===== config.mk =====
export PLATFORM = sky130hd
export DESIGN_NAME = adcsr_host_flat
export DESIGN_NICKNAME = d
export VERILOG_FILES = /design/src/logic/adcsr_pkg.sv /design/src/logic/adcsr_if.sv /design/src/logic/adcsr_device.sv /design/src/logic/adcsr_host.sv /design/src/flat_wrapper.sv
export SDC_FILE = /design/constraint.sdc
export NUM_CORES = 1
export LEC_CHECK = 0
export BUFFER_PORTS_ARGS = -buffer_cell sky130_fd_sc_hd__buf_2
export CAP_MARGIN = 20
export CORE_UTILIZATION = 55
export DETAILED_ROUTE_END_ITERATION = 12
export PLACE_DENSITY = 0.8
export SLEW_MARGIN = 30
export SYNTH_ARGS = -nofsm -noshare
export SYNTH_HDL_FRONTEND = slang
export SYNTH_HIERARCHICAL = 1
export SYNTH_SLANG_ARGS = --single-unit

===== constraint.sdc =====
create_clock -name sys_clk -period 4.9 [get_ports sys_clk]
set_clock_uncertainty 0.05 [all_clocks]
set_input_delay 0.245 -clock sys_clk [delete_from_list [all_inputs] [get_ports sys_clk]]
set_output_delay 0.245 -clock sys_clk [all_outputs]
set_load 0.02 [all_outputs]

===== src/logic/adcsr_pkg.sv =====
package adcsr_pkg;

  // ****************************************************************
  // widths and transfer shapes
  // ****************************************************************
  localparam int RES_BITS  = 12;
  localparam int BYTE_BITS = 8;
  localparam int CLK_FALL  = 12;
  localparam int CLK_RISE  = 13;
  localparam int CLK_BYTE  = 16;

  // ****************************************************************
  // timing
  // ****************************************************************
  localparam int SYS_PERIOD_NS = 10;
  localparam int QUIET_TIME_NS = 8000;
  // longest time, so rounded down
  localparam int QUIET_CYC     = QUIET_TIME_NS / SYS_PERIOD_NS;
  localparam int HOST_HALF     = 4;
  localparam int CONVERT_START_N_LOW_CYC  = 4;
  localparam int BYTE_GAP_CYC  = 8;
  localparam int CONVERT_START_N_CYC_DEF  = 1000;
  localparam int FIFO_DEPTH    = 8;

  // ****************************************************************
  // reset values
  // ****************************************************************
  localparam logic BUSY_RST = 1'b1;
  localparam logic CONVERT_START_N_RST = 1'b1;
  localparam logic SCLK_RST = 1'b0;

  // msb-first bit pick from a result word
  function automatic logic result_bit(input logic [RES_BITS-1:0] word,
                                      input logic [3:0]          idx);
    result_bit = word[4'(RES_BITS - 1) - idx];
  endfunction

endpackage


===== src/logic/adcsr_if.sv =====
`timescale 1ns/1ps
interface adcsr_if;
  logic shift_clock_pin;
  logic serial_result_out;
  logic busy;
  logic convert_start_n;

  modport device (
    input  shift_clock_pin,
    input  convert_start_n,
    output serial_result_out,
    output busy
  );

  modport host (
    output shift_clock_pin,
    output convert_start_n,
    input  serial_result_out,
    input  busy
  );
endinterface


===== src/logic/adcsr_device.sv =====


// ****************************************************************
// result buffer, valid/ready on both sides
// ****************************************************************
module adcsr_fifo #(
  parameter int WIDTH = 12,
  parameter int DEPTH = 8
) (
  input  wire logic             sys_clk,
  input  wire logic             rst_n,
  input  wire logic             in_valid,
  output logic                  in_ready,
  input  wire logic [WIDTH-1:0] in_data,
  output logic                  out_valid,
  input  wire logic             out_ready,
  output logic      [WIDTH-1:0] out_data
);

  localparam int AW = $clog2(DEPTH);

  logic [WIDTH-1:0] mem_q [DEPTH];
  logic [AW:0]      wr_q;
  logic [AW:0]      rd_q;

  wire full  = (wr_q[AW] != rd_q[AW]) && (wr_q[AW-1:0] == rd_q[AW-1:0]);
  wire empty = (wr_q == rd_q);
  wire push  = in_valid & ~full;
  wire pop   = out_valid & out_ready;

  assign in_ready  = ~full;
  assign out_valid = ~empty;
  assign out_data  = mem_q[rd_q[AW-1:0]];

  always_ff @(posedge sys_clk) begin
    if (push) begin
      mem_q[wr_q[AW-1:0]] <= in_data;
    end
  end

  always_ff @(posedge sys_clk) begin
    if (!rst_n) begin
      wr_q <= '0;
      rd_q <= '0;
    end else begin
      if (push) begin
        wr_q <= wr_q + (AW+1)'(1);
      end
      if (pop) begin
        rd_q <= rd_q + (AW+1)'(1);
      end
    end
  end

endmodule


===== src/logic/adcsr_host.sv =====
`timescale 1ns/1ps
// What this block does
// select pin high makes device a clock slave
// device advances output bit on rising clock
// host idles clock low, samples on fall
// rising-edge sampling needs thirteen clock pulses
// read after busy falls gives previous result
// early read completes before busy rises again
// preferred: read after busy rises, clock quiet
// byte-limited hosts use slave mode as master
// byte host uses two 8-bit transfers
// eight msbs first, four lsbs next byte
// busy low during conversion, high when done
// host inputs quiet from 8 us on
// result held until next completion, msb first
module adcsr_host (
  input  wire logic        sys_clk,
  input  wire logic        rst_n,
  input  wire logic        run,
  input  wire logic        fall_mode,
  input  wire logic        rise_capture,
  input  wire logic        byte_mode,
  output logic             out_valid,
  input  wire logic        out_ready,
  output logic [11:0]      out_data,
  output logic             late_error,
  adcsr_if.host            link
);

  typedef enum logic [2:0] {
    HS_IDLE, HS_START, HS_WAIT_FALL, HS_WAIT_RISE, HS_SHIFT, HS_GAP, HS_PUSH
  } adcsr_host_state_type;

  // ****************************************************************
  // pin synchronisers
  // ****************************************************************
  logic bz_meta_q, bz_sync_q, bz_prev_q;
  logic sd_meta_q, sd_sync_q;

  always_ff @(posedge sys_clk) begin
    if (!rst_n) begin
      bz_meta_q <= adcsr_pkg::BUSY_RST;
      bz_sync_q <= adcsr_pkg::BUSY_RST;
      bz_prev_q <= adcsr_pkg::BUSY_RST;
      sd_meta_q <= 1'b0;
      sd_sync_q <= 1'b0;
    end else begin
      bz_meta_q <= link.busy;
      bz_sync_q <= bz_meta_q;
      bz_prev_q <= bz_sync_q;
      sd_meta_q <= link.serial_result_out;
      sd_sync_q <= sd_meta_q;
    end
  end

  wire busy_fell = bz_prev_q & ~bz_sync_q;
  wire busy_rose = ~bz_prev_q & bz_sync_q;

  // ****************************************************************
  // state, timers and modes
  // ****************************************************************
  adcsr_host_state_type st_q, st_d;
  logic [10:0] cnt_q;
  logic [10:0] elapsed_q;
  logic [2:0]  half_q;
  logic        sclk_q;
  logic [4:0]  falls_q;
  logic [4:0]  rises_q;
  logic [11:0] rx_q;
  logic [3:0]  got_q;
  logic        convert_start_n_n_q;
  logic        late_q;
  logic        fall_q, rcap_q, byte_q;
  logic        fifo_ready;

  // byte hosts sample on the falling edge only
  wire       rcap   = rcap_q & ~byte_q;
  wire [4:0] n_clk  = rcap   ? 5'(adcsr_pkg::CLK_RISE) :
                      byte_q ? 5'(adcsr_pkg::CLK_BYTE) :
                               5'(adcsr_pkg::CLK_FALL);
  wire in_shift     = (st_q == HS_SHIFT);
  wire tick         = in_shift && (half_q == 3'(adcsr_pkg::HOST_HALF - 1));
  wire rise_ev      = tick & ~sclk_q;
  wire fall_ev      = tick & sclk_q;
  wire need_bits    = (got_q < 4'(adcsr_pkg::RES_BITS));
  wire capture      = need_bits & (rcap ? (rise_ev & (rises_q != 5'h00)) : fall_ev);
  wire last_fall    = fall_ev && (falls_q == n_clk - 5'h01);
  wire byte_pause   = byte_q && fall_ev && (falls_q == 5'(adcsr_pkg::BYTE_BITS - 1));
  wire late_win     = elapsed_q >= 11'(adcsr_pkg::QUIET_CYC);
  wire late         = fall_q && late_win && (in_shift || st_q == HS_GAP);
  wire start_done   = cnt_q == 11'(adcsr_pkg::CONVERT_START_N_LOW_CYC - 1);
  wire gap_done     = cnt_q == 11'(adcsr_pkg::BYTE_GAP_CYC - 1);

  always_comb begin
    st_d = st_q;
    case (st_q)
      HS_IDLE: begin
        if (run) begin
          st_d = HS_START;
        end
      end
      HS_START: begin
        if (start_done) begin
          st_d = HS_WAIT_FALL;
        end
      end
      HS_WAIT_FALL: begin
        if (busy_fell) begin
          st_d = fall_q ? HS_SHIFT : HS_WAIT_RISE;
        end
      end
      HS_WAIT_RISE: begin
        if (busy_rose) begin
          st_d = HS_SHIFT;
        end
      end
      HS_SHIFT: begin
        if (late) begin
          st_d = HS_IDLE;
        end else if (last_fall) begin
          st_d = HS_PUSH;
        end else if (byte_pause) begin
          st_d = HS_GAP;
        end
      end
      HS_GAP: begin
        if (late) begin
          st_d = HS_IDLE;
        end else if (gap_done) begin
          st_d = HS_SHIFT;
        end
      end
      HS_PUSH: begin
        if (fifo_ready) begin
          st_d = HS_IDLE;
        end
      end
      default: st_d = HS_IDLE;
    endcase
  end

  always_ff @(posedge sys_clk) begin
    if (!rst_n) begin
      st_q  <= HS_IDLE;
      cnt_q <= 11'h000;
    end else begin
      st_q  <= st_d;
      cnt_q <= (st_d != st_q) ? 11'h000 : cnt_q + 11'h001;
    end
  end

  // time since the conversion request, saturating
  always_ff @(posedge sys_clk) begin
    if (!rst_n || st_q == HS_IDLE) begin
      elapsed_q <= 11'h000;
    end else if (!late_win) begin
      elapsed_q <= elapsed_q + 11'h001;
    end
  end

  always_ff @(posedge sys_clk) begin
    if (!rst_n) begin
      fall_q <= 1'b0;
      rcap_q <= 1'b0;
      byte_q <= 1'b0;
    end else if (st_q == HS_IDLE && run) begin
      fall_q <= fall_mode;
      rcap_q <= rise_capture;
      byte_q <= byte_mode;
    end
  end

  // ****************************************************************
  // serial clock generation, idle low
  // ****************************************************************
  always_ff @(posedge sys_clk) begin
    if (!rst_n || !in_shift) begin
      half_q <= 3'h0;
      sclk_q <= adcsr_pkg::SCLK_RST;
    end else begin
      half_q <= tick ? 3'h0 : half_q + 3'h1;
      sclk_q <= tick ? ~sclk_q : sclk_q;
    end
  end

  always_ff @(posedge sys_clk) begin
    if (!rst_n || st_q == HS_IDLE) begin
      falls_q <= 5'h00;
      rises_q <= 5'h00;
    end else begin
      falls_q <= fall_ev ? falls_q + 5'h01 : falls_q;
      rises_q <= rise_ev ? rises_q + 5'h01 : rises_q;
    end
  end

  // ****************************************************************
  // receive, msb first
  // ****************************************************************
  always_ff @(posedge sys_clk) begin
    if (!rst_n || st_q == HS_IDLE) begin
      rx_q  <= 12'h000;
      got_q <= 4'h0;
    end else if (capture) begin
      rx_q  <= {rx_q[10:0], sd_sync_q};
      got_q <= got_q + 4'h1;
    end
  end

  always_ff @(posedge sys_clk) begin
    if (!rst_n) begin
      convert_start_n_n_q <= adcsr_pkg::CONVERT_START_N_RST;
      late_q   <= 1'b0;
    end else begin
      convert_start_n_n_q <= (st_d != HS_START);
      late_q   <= late;
    end
  end

  assign link.shift_clock_pin = sclk_q;
  assign link.convert_start_n = convert_start_n_n_q;
  assign late_error           = late_q;

  // ****************************************************************
  // result buffer
  // ****************************************************************
  adcsr_fifo #(
    .WIDTH (adcsr_pkg::RES_BITS),
    .DEPTH (adcsr_pkg::FIFO_DEPTH)
  ) u_fifo (
    .sys_clk   (sys_clk),
    .rst_n     (rst_n),
    .in_valid  (st_q == HS_PUSH),
    .in_ready  (fifo_ready),
    .in_data   (rx_q),
    .out_valid (out_valid),
    .out_ready (out_ready),
    .out_data  (out_data)
  );

endmodule


===== src/flat_wrapper.sv =====
// flat-port wrapper written by rule: the top's interface ports become plain ports
module adcsr_host_flat 
  (sys_clk, rst_n, run, fall_mode, rise_capture, byte_mode, out_valid, out_ready, out_data, late_error, link_shift_clock_pin, link_convert_start_n, link_serial_result_out, link_busy);
  adcsr_if link_i ();
  input  wire logic sys_clk;
  input  wire logic rst_n;
  input  wire logic run;
  input  wire logic fall_mode;
  input  wire logic rise_capture;
  input  wire logic byte_mode;
  output logic out_valid;
  input  wire logic out_ready;
  output logic [11:0] out_data;
  output logic late_error;
  output wire logic [$bits(link_i.shift_clock_pin)-1:0] link_shift_clock_pin;
  output wire logic [$bits(link_i.convert_start_n)-1:0] link_convert_start_n;
  input wire logic [$bits(link_i.serial_result_out)-1:0] link_serial_result_out;
  input wire logic [$bits(link_i.busy)-1:0] link_busy;
  assign link_shift_clock_pin = link_i.shift_clock_pin;
  assign link_convert_start_n = link_i.convert_start_n;
  assign link_i.serial_result_out = link_serial_result_out;
  assign link_i.busy = link_busy;
  adcsr_host u_core (.sys_clk(sys_clk), .rst_n(rst_n), .run(run), .fall_mode(fall_mode), .rise_capture(rise_capture), .byte_mode(byte_mode), .out_valid(out_valid), .out_ready(out_ready), .out_data(out_data), .late_error(late_error), .link(link_i));
endmodule

==> impl_metrics.tcl, run 1 <==
set metrics [dict create \
    run_status "finished clean" \
    overflow 0 \
    postSynthAreaPerCell_sq_um 13.79 \
    worst_hold_path.endpoint "u_core/sd_meta_q" \
    cap_violations 0 \
    htree_levels 4 \
    pin_count 25 \
    final_layout_size_suffix_gt1_frac 0.1892 \
    cell_internal_pwr_mw 2.397 \
    worst_hold_path_type "in2reg" \
    share_clk_of_total_power 0.430 \
    final-hold-violation-count 0 \
    synth_flop_cell "edfxtp_1" \
    fin_crit_ps 3005 \
    placed_cells_incl_taps 715 \
    synth.distinct_cells 69 \
    synthCells 536 \
    synth.yosys.warnings 6 \
    power_frac_comb 0.075 \
    worst_ir_drop_vdd_v 0.0002782 \
    synthesized_flop_and_latch_total 172 \
    vias 4277 \
    drt-vias-per-instance 5.718 \
    regToRegStartpoint "u_core/u_fifo/wr_q[2]" \
    flow.area_growth_from_synthesis_pct 12.75 \
    placement.io_buffers 24 \
    numClockSinks 172 \
    final_cell_count_no_fill 748 \
    max-slew-margin-rel 0.3809 \
    drc_violation_total_after_the_first_tritonroute_iteration 290 \
    detailed_place_hpwl_microns 8137 \
    worstMarginPinSlew_ps 915.8 \
    share_seq_of_total_power 0.495 \
    cp_data_arrival_time_ps 3280 \
    die-height_microns 117.9 \
    final_cycle_utilization_of_the_critical_path 0.6132 \
    synth_seq_area_share 0.5959 \
    antenna-diode-count 0 \
    post_synth_main_area_contributors "edfxtp_1, dfxtp_1, mux4_1" \
    grt_max_degree 38 \
    cts_max_path_buffers 2 \
    hold_path_depth 2 \
    crit_path_start_kind "flop" \
    grt_antenna_before_repair 0 \
    cp_max_fo 12 \
    critical_path_required_ps 5180 \
    number_of_global_route_vias_before_repair 4275 \
    grt_setup_unrepaired "false" \
    finalWirelength_microns 13610 \
    power_switching_mw 0.7178 \
    async_set_or_reset_flop_fraction_in_the_synthesized_netlist 0 \
    r2r_cells 8 \
    reg2reg_to "u_core/cnt_q[0]" \
    initial_cell_density_of_the_core 0.5740 \
    number_of_enable_type_register_cells_in_the_synthesized_netlist 96 \
    core_area_sq_um 12880 \
    finalWeightedCongestion 0.8262 \
    synthTopCellsByCount "edfxtp_1, dfxtp_1, nor2_1, nand2_1, mux2i_1" \
    clock_tree.root_cell "clkbuf_16" \
    critPathCaptureType "flop" \
    timing_max_transition_violations_final 0 \
    yosysTopAreaCell "edfxtp_1" \
    power.leakage_nw 2.932 \
    post-layout-total-power_mw 3.115 \
    syn-num-nets 556 \
    timing.reg2reg.setup_slack_ps 1900 \
    critical_path_class "reg2reg" \
    track_usage 0.2026 \
    core.rowCount 41 \
    die_area_sq_um 13910 \
    cts_tree "done" \
    setup_tns_ps 0 \
    power_density_nw_per_um2 373.8 \
    syn_area_sq_um 7391 \
    tritoncts.num_buffers 17 \
    switching_share 0.2304 \
    final_util 0.6472 \
    drt_pre_antenna_iters 4 \
    grt_pass1_wl_microns 21280 \
    min_from "link_serial_result_out" \
    fin_nets 583 \
    setup_viol 0 \
    synth_top_area_share 0.3900 \
    timing.fmax_mhz 332.8 \
    yosys.cell_count.top_type "edfxtp_1" \
    floorplan.die.width_microns 117.9 \
    clkLatencyLatePin_ps 420 \
    drc_errors 0 \
    wire_per_inst_microns 18.20 \
    antenna_left 0 \
    clkSlewWorstSetupHoldPaths_ps 60 \
]
==> registers in the layout, summed over array words and instances (netlist names), 4 cells and up, named ones only <==
register	cells
u_core/rx_q	12
u_core/elapsed_q	11
u_core/u_fifo/wr_q	4
u_core/u_fifo/mem_q	96
u_core/falls_q	5
u_core/u_fifo/rd_q	4
u_core/rises_q	5
u_core/got_q	4
u_core/cnt_q	11
==> worst max-delay path by stage <==
stage / start / endpoint / slack [ps] / cells after the start
after global routing: u_core/u_fifo/wr_q[2] / u_core/cnt_q[0] / 1710 / 8
after floorplan: u_core/st_q[1] / u_core/u_fifo/mem_q[3][0] / 2040 / 4
final: u_core/u_fifo/wr_q[2] / u_core/cnt_q[0] / 1900 / 8
after detailed placement: u_core/u_fifo/wr_q[2] / u_core/cnt_q[0] / 2050 / 8
after global placement: u_core/u_fifo/wr_q[2] / u_core/cnt_q[0] / 2080 / 8
after CTS: u_core/u_fifo/wr_q[2] / u_core/cnt_q[0] / 1930 / 8
==> power groups by stage <==
stage	Combinational (mW)	Sequential (mW)	Clock (mW)
3_5_place_dp	0.231	1.57	0
3_3_place_gp	0.224	1.57	0
5_1_grt	0.249	1.54	1.42
4_1_cts	0.236	1.54	1.36
2_1_floorplan	0.197	1.56	0
6_report	0.234	1.54	1.34
==> worst max-delay path, cell delays in order (launching register included) <==
cell and delay (ps):
dfxtp_1 610, xor2_1 240, nor4_4 680, inv_1 170, o22ai_1 230, and3_1 210
o21bai_1 140, o311ai_2 300, nor3b_1 280
==> metal layers <==
metal	part of all wire	vias up	track usage
met5	0	-	0
met3	0.030	26	0.04797
met2	0.54	101	0.3640
met4	0.018	0	0.07692
li1	-	2052	-
met1	0.42	2098	0.2327
==> through the flow <==
| step | area, sq um | hold slack [ps] | setup WS, ps |
|---|---|---|---|
| finish | 8333 | 22.20 | 1895 |
| global placement | 7694 | 345.8 | 2079 |
| CTS | 8332 | 4.285 | 1927 |
| global route | 8333 | 12.41 | 1708 |
| floorplan | 7391 | 292.8 | 2042 |
| detailed placement | 7714 | 356.3 | 2050 |
==> placed cells by master (no fill, tap or decap), types with 12 or more instances in the layout <==
cell type	n
edfxtp_1	96
dfxtp_1	75
nor2_1	53
nand2_1	31
mux2i_1	28
buf_2	24
mux4_1	20
clkbuf_16	17
xor2_1	17
xnor2_1	17
inv_1	13
nand2b_1	12
mux2_2	12
==> cell families (layout without fill, tap and decap cells) <==
kind of cell | Yosys count | in the layout | synth area share
AND/OR/NAND/NOR | 180 | 180 | 0.1329
XOR/XNOR | 35 | 35 | 0.04249
buffers and inverters | 40 | 80 | 0.02709
adder cells (fa/ha/maj) | 11 | 11 | 0.01862
multiplexers | 64 | 64 | 0.1395
flip-flops | 172 | 172 | 0.5959
AO/OA/AOI/OAI | 34 | 34 | 0.04351
==> cell type report <==
cell class                 instances  area, sq um
fill                             863         4543
sequential                       172         4405
multi-input combinational        324         2846
clock buffer                      18        429.2
tap                              172        215.2
timing repair buffer              35        209.0
clock inverter                    14        178.9
inverter                          13        48.80
==> timing repair <==
action,in CTS,in global routing
endpoints found under the hold margin,1,0
hold buffers,1,0
buffers inserted,0,0
gates resized for setup,0,0
No activity file was read; power rests on OpenSTA's default activity.
==> run 2: changes to the inputs <==
--- a/config.mk
+++ b/config.mk
@@ -9,7 +9,7 @@
 export CAP_MARGIN = 20
 export CORE_UTILIZATION = 55
 export DETAILED_ROUTE_END_ITERATION = 12
-export PLACE_DENSITY = 0.8
+export PLACE_DENSITY = 0.83
 export SLEW_MARGIN = 30
 export SYNTH_ARGS = -nofsm -noshare
 export SYNTH_HDL_FRONTEND = slang
==> constraint.sdc (replaced) <==
create_clock -name sys_clk -period 2.5 [get_ports sys_clk]
set_clock_uncertainty 0.05 [all_clocks]
set_input_delay 0.125 -clock sys_clk [delete_from_list [all_inputs] [get_ports sys_clk]]
set_output_delay 0.125 -clock sys_clk [all_outputs]
set_load 0.02 [all_outputs]
==> run 2 against run 1 <==
Cell area grew 1.6%. Largest cell class unchanged. Core utilization grew 1.0 points. Critical path type is now reg2out. Clock power grew 98%.
==> impl_metrics.tcl, run 2 (synthesis results as in run 1) <==
set metrics [dict create \
    run_status "finished clean" \
    detailed_place_hpwl_microns 8139 \
    worstMarginPinSlew_ps 630.8 \
    clkLatencyLatePin_ps 420 \
    tritoncts.num_buffers 17 \
    cp_data_arrival_time_ps 2160 \
    finalWirelength_microns 13610 \
    final_layout_size_suffix_gt1_frac 0.2030 \
    final_std_cell_area_no_fill_sq_um 8467 \
    max-slew-margin-rel 0.5789 \
    leading_cell_type_in_the_layout_fill_and_taps_excluded "edfxtp_1" \
    fin_crit_ps 2338 \
    grt.met1_usage 0.2441 \
    flow.area_growth_from_synthesis_pct 14.56 \
    grt_busiest_layer "met2" \
    htree_levels 4 \
    critical_path_class "reg2out" \
    antenna-diode-count 0 \
    die_area_sq_um 13910 \
    place_area_sq_um 7795 \
    clock_tree.root_cell "clkbuf_16" \
    grt_max_degree 38 \
    cts_max_path_buffers 2 \
    pin_count 25 \
    grt_antenna_before_repair 0 \
    overflow 0 \
    worst_ir_drop_vdd_v 0.0003782 \
    power_density_nw_per_um2 727.7 \
    wire_per_inst_microns 17.72 \
    drt-vias-per-instance 5.730 \
    cp_top_family "multiplexers" \
    grt_util_met3 0.04312 \
    critPathCaptureType "output pin" \
    floorplan.die.width_microns 117.9 \
    grt_setup_unrepaired "false" \
    timing_max_transition_violations_final 0 \
    cp_max_fo 24 \
    placement.io_buffers 24 \
    setup_viol 0 \
    gr-usage-met2 0.3570 \
    critical_path_required_ps 2330 \
    drt_pre_antenna_iters 4 \
    drc_violation_total_after_the_first_tritonroute_iteration 215 \
    crit_path_start_kind "flop" \
    finalWeightedCongestion 0.7923 \
    core.rowCount 41 \
    initial_cell_density_of_the_core 0.5740 \
    number_of_flip_flops_under_the_largest_register_name 96 \
    cp_slowest_cell "mux4_1" \
    track_usage 0.2051 \
    number_of_global_route_vias_before_repair 4393 \
    clkSlewWorstSetupHoldPaths_ps 60 \
    final_cycle_utilization_of_the_critical_path 0.9353 \
    final-hold-violation-count 0 \
    crit_chain "buf_4 > mux4_1 > mux2_2 > buf_2" \
    cp_num_buf_inv 2 \
    post_cts_resize_count 0 \
    drc_errors 0 \
    numClockSinks 172 \
    core_area_sq_um 12880 \
    die-height_microns 117.9 \
    cp_slowest_stage_delay_ps 620 \
    cap_violations 0 \
    cts_tree "done" \
    worst_hold_path_type "in2reg" \
    timing.fmax_mhz 427.7 \
    vias 4401 \
    grt_pass1_wl_microns 21830 \
    mostFrequentLayoutCells "edfxtp_1, dfxtp_1, nor2_1" \
    antenna_left 0 \
    fin_nets 603 \
    power.leakage_nw 3.030 \
    hold_ws_ps 74.88 \
]
run 2: changes by cell type in the layout (fill, tap and decap cells not counted), moves of 2 or more:
cell	change
buf_4	+17
dlygate4sd3_1	+4
clkbuf_1	+2
clkinv_8	-2
run 2: area by class of cell:
| cell class | count | area (sq um) |
|---|---|---|
| fill | 866 | 4409 |
| multi-input combinational | 324 | 2834 |
| sequential | 172 | 4404 |
| clock buffer | 20 | 436.7 |
| inverter | 13 | 48.80 |
| timing repair buffer | 55 | 365.4 |
| tap | 172 | 215.2 |
| clock inverter | 12 | 162.7 |
run 2: power breakdown:
part	internal (mW)	switching, mW
Combinational	0.236	0.268
Clock	1.58	1.06
Sequential	2.98	0.0295
run 2: routing by layer:
metal | vias to the layer above | wire [microns]
met5 | - | 0
met4 | 0 | 257
li1 | 2090 | -
met2 | 106 | 6975
met3 | 23 | 524
met1 | 2182 | 5849
run 2: path summary, 6_finish.rpt:
path / start / endpoint / slack [ps] / cells after the start
max: flop / out_data[3] / 160 / 4
min: out_ready / u_core/u_fifo/rd_q[3] / 70 / 3
max reg2reg: u_core/half_q[0] / u_core/link.convert_start_n / 260 / 8
min reg2reg: u_core/bz_meta_q / u_core/bz_sync_q / 380 / 1
run 2: worst reg2reg max path: cells and delay by family (launching register included):
kind / cells / cell delay [ps]
compound gates: 2 / 180
fa+ha+maj: 2 / 400
flops: 1 / 330
simple gates: 4 / 1160
run 2: timing repair:
| action | CTS | global route |
|---|---|---|
| hold buffers | 5 | 0 |
| buffers inserted | 0 | 3 |
| endpoints found under the setup margin | 0 | 11 |
| endpoints found under the hold margin | 5 | 0 |
run 2: metrics by stage:
stage	instances	power, mW	setup TNS [ps]	util	setup slack [ps]
2_1_floorplan	536	3.451	-11020	-	-358.4
3_3_place_gp	728	3.534	0	0.6054	160.7
3_5_place_dp	728	3.551	0	0.6054	36.17
4_1_cts	765	6.191	0	0.6558	11.04
5_1_grt	768	6.366	0	0.6576	75.74
6_report	768	6.162	0	0.6576	161.7
==> run 3: changes to the inputs <==
--- a/config.mk
+++ b/config.mk
@@ -5,10 +5,12 @@
 export SDC_FILE = /design/constraint.sdc
 export NUM_CORES = 1
 export LEC_CHECK = 0
+export ABC_CLOCK_PERIOD_IN_PS = 2500
 export BUFFER_PORTS_ARGS = -buffer_cell sky130_fd_sc_hd__buf_2
 export CAP_MARGIN = 20
 export CORE_UTILIZATION = 55
 export DETAILED_ROUTE_END_ITERATION = 12
+export HOLD_SLACK_MARGIN = 0.12
 export PLACE_DENSITY = 0.83
 export SLEW_MARGIN = 30
 export SYNTH_ARGS = -nofsm -noshare
==> run 3 against run 2 <==
First-iteration DRC count is 2.3% higher. Global-route usage is 0.075 points higher. Worst setup slack worse by 5.9 ps. Register-to-register slack hardly changed. Core utilization is 0.23 points higher. Sequential cell count stayed put. Hold slack better by 200 ps. Maximum frequency is 0.25% lower. Critical path depth stayed put. Critical path type unchanged. Critical endpoint unchanged.
==> impl_metrics.tcl, run 3 (synthesis results as in run 1) <==
set metrics [dict create \
    grt_antenna_before_repair 0 \
    number_of_global_route_vias_before_repair 4378 \
    grt_setup_unrepaired "false" \
    htree_levels 4 \
    cp_data_arrival_time_ps 2170 \
    drc_errors 0 \
    flow.area_growth_from_synthesis_pct 14.97 \
    timing.fmax_mhz 426.6 \
    multi_input_area_sq_um 2834 \
    final_cell_count_no_fill 771 \
    core.rowCount 41 \
    clock_tree.root_cell "clkbuf_16" \
    critical_path_required_ps 2330 \
    finalWeightedCongestion 0.7923 \
    clkLatencyLatePin_ps 420 \
    vias 4419 \
    numClockSinks 172 \
    pin_count 25 \
    antenna-diode-count 0 \
    cp_max_fo 24 \
    grt_max_degree 38 \
    drc_violation_total_after_the_first_tritonroute_iteration 220 \
    cts_tree "done" \
    clkSlewWorstSetupHoldPaths_ps 60 \
    nFillCells 865 \
    min_from "run" \
    floorplan.die.width_microns 117.9 \
    grt_pass1_wl_microns 21910 \
    layout.area.seq_sq_um 4404 \
    initial_cell_density_of_the_core 0.5740 \
    max-slew-margin-rel 0.5739 \
    track_usage 0.2058 \
    placement.io_buffers 24 \
    run_status "finished clean" \
    mostFrequentLayoutCells "edfxtp_1, dfxtp_1, nor2_1" \
    fin_crit_ps 2344 \
    final_util 0.6599 \
    die-height_microns 117.9 \
    finalWirelength_microns 13730 \
    timing_max_transition_violations_final 0 \
    leading_cell_type_in_the_layout_fill_and_taps_excluded "edfxtp_1" \
    core_area_sq_um 12880 \
    final_layout_size_suffix_gt1_frac 0.2020 \
    wire_per_inst_microns 17.80 \
    setup_viol 0 \
    final_cycle_utilization_of_the_critical_path 0.9377 \
    antenna_left 0 \
    die_area_sq_um 13910 \
    critPathCaptureType "output pin" \
    crit_path_start_kind "flop" \
    final-hold-violation-count 0 \
    critical_path_class "reg2out" \
    placed_cells_incl_taps 728 \
    detailed_place_hpwl_microns 8139 \
    power.leakage_nw 3.041 \
    fin_nets 606 \
    post-layout-total-power_mw 6.177 \
    regToRegStartpoint "u_core/u_fifo/rd_q[3]" \
    worst_ir_drop_vdd_v 0.0003499 \
    worst_hold_path_type "in2reg" \
    power_density_nw_per_um2 726.9 \
    overflow 0 \
    worstMarginPinSlew_ps 638.3 \
    post_cts_resize_count 0 \
    cts_max_path_buffers 2 \
    number_of_flip_flops_under_the_largest_register_name 96 \
    drt-vias-per-instance 5.732 \
    tritoncts.num_buffers 17 \
    drt_pre_antenna_iters 5 \
    cap_violations 0 \
]
run 3: cell type report:
class	count	share of cell area
sequential	172	0.5183
clock buffer	20	0.05139
timing repair buffer	58	0.04653
multi-input combinational	324	0.3335
tap	172	0.02533
clock inverter	12	0.01914
inverter	13	0.005743
run 3: path summary, 6_finish.rpt:
| kind | to | slack [ps] | cells past startpoint |
|---|---|---|---|
| setup / recovery | out_data[3] | 160 | 4 |
| hold / removal | u_core/fall_q | 280 | 5 |
| setup reg to reg | u_core/cnt_q[0] | 250 | 9 |
| hold reg to reg | u_core/bz_sync_q | 380 | 1 |
run 3: layer usage:
layer / share of wire / track usage / wire, microns / up-vias
li1: - / - / - / 2098
met1: 0.43 / 0.2464 / 5933 / 2196
met2: 0.51 / 0.3574 / 7039 / 103
met3: 0.037 / 0.04312 / 513 / 22
met4: 0.017 / 0.08974 / 238 / 0
met5: 0 / 0 / 0 / -
run 3: per-stage QoR:
stage	area [sq um]	worst slack [ps]	setup TNS, ps	hold slack [ps]
global placement	7795	160.7	0	264.8
finish	8497	155.9	0	276.8
detailed placement	7795	36.17	0	267.7
CTS	8474	11.04	0	262.6
global route	8497	75.74	0	317.0
floorplan	7401	-358.4	-11020	172.8
run 3: critical path, stage by stage (launching register included):
cell and delay, ps:
dfxtp_1 300, buf_4 360, mux4_1 620, mux2_2 300, buf_2 160
run 3: timing repair:
| action | in CTS | in global routing |
|---|---|---|
| hold buffers | 8 | 0 |
| setup buffers | 0 | 3 |
| hold endpoints to repair | 14 | 0 |
| endpoints found under the setup margin | 0 | 11 |
run 3: power by group:
| group | leakage (nW) | switching [mW] | internal, mW | total [mW] |
|---|---|---|---|---|
| sequential | 1.47 | 0.0297 | 2.98 | 3.01 |
| combinational | 1.29 | 0.269 | 0.239 | 0.508 |
| clock | 0.282 | 1.07 | 1.58 | 2.66 |
| total | 3.04 | 1.37 | 4.80 | 6.18 |
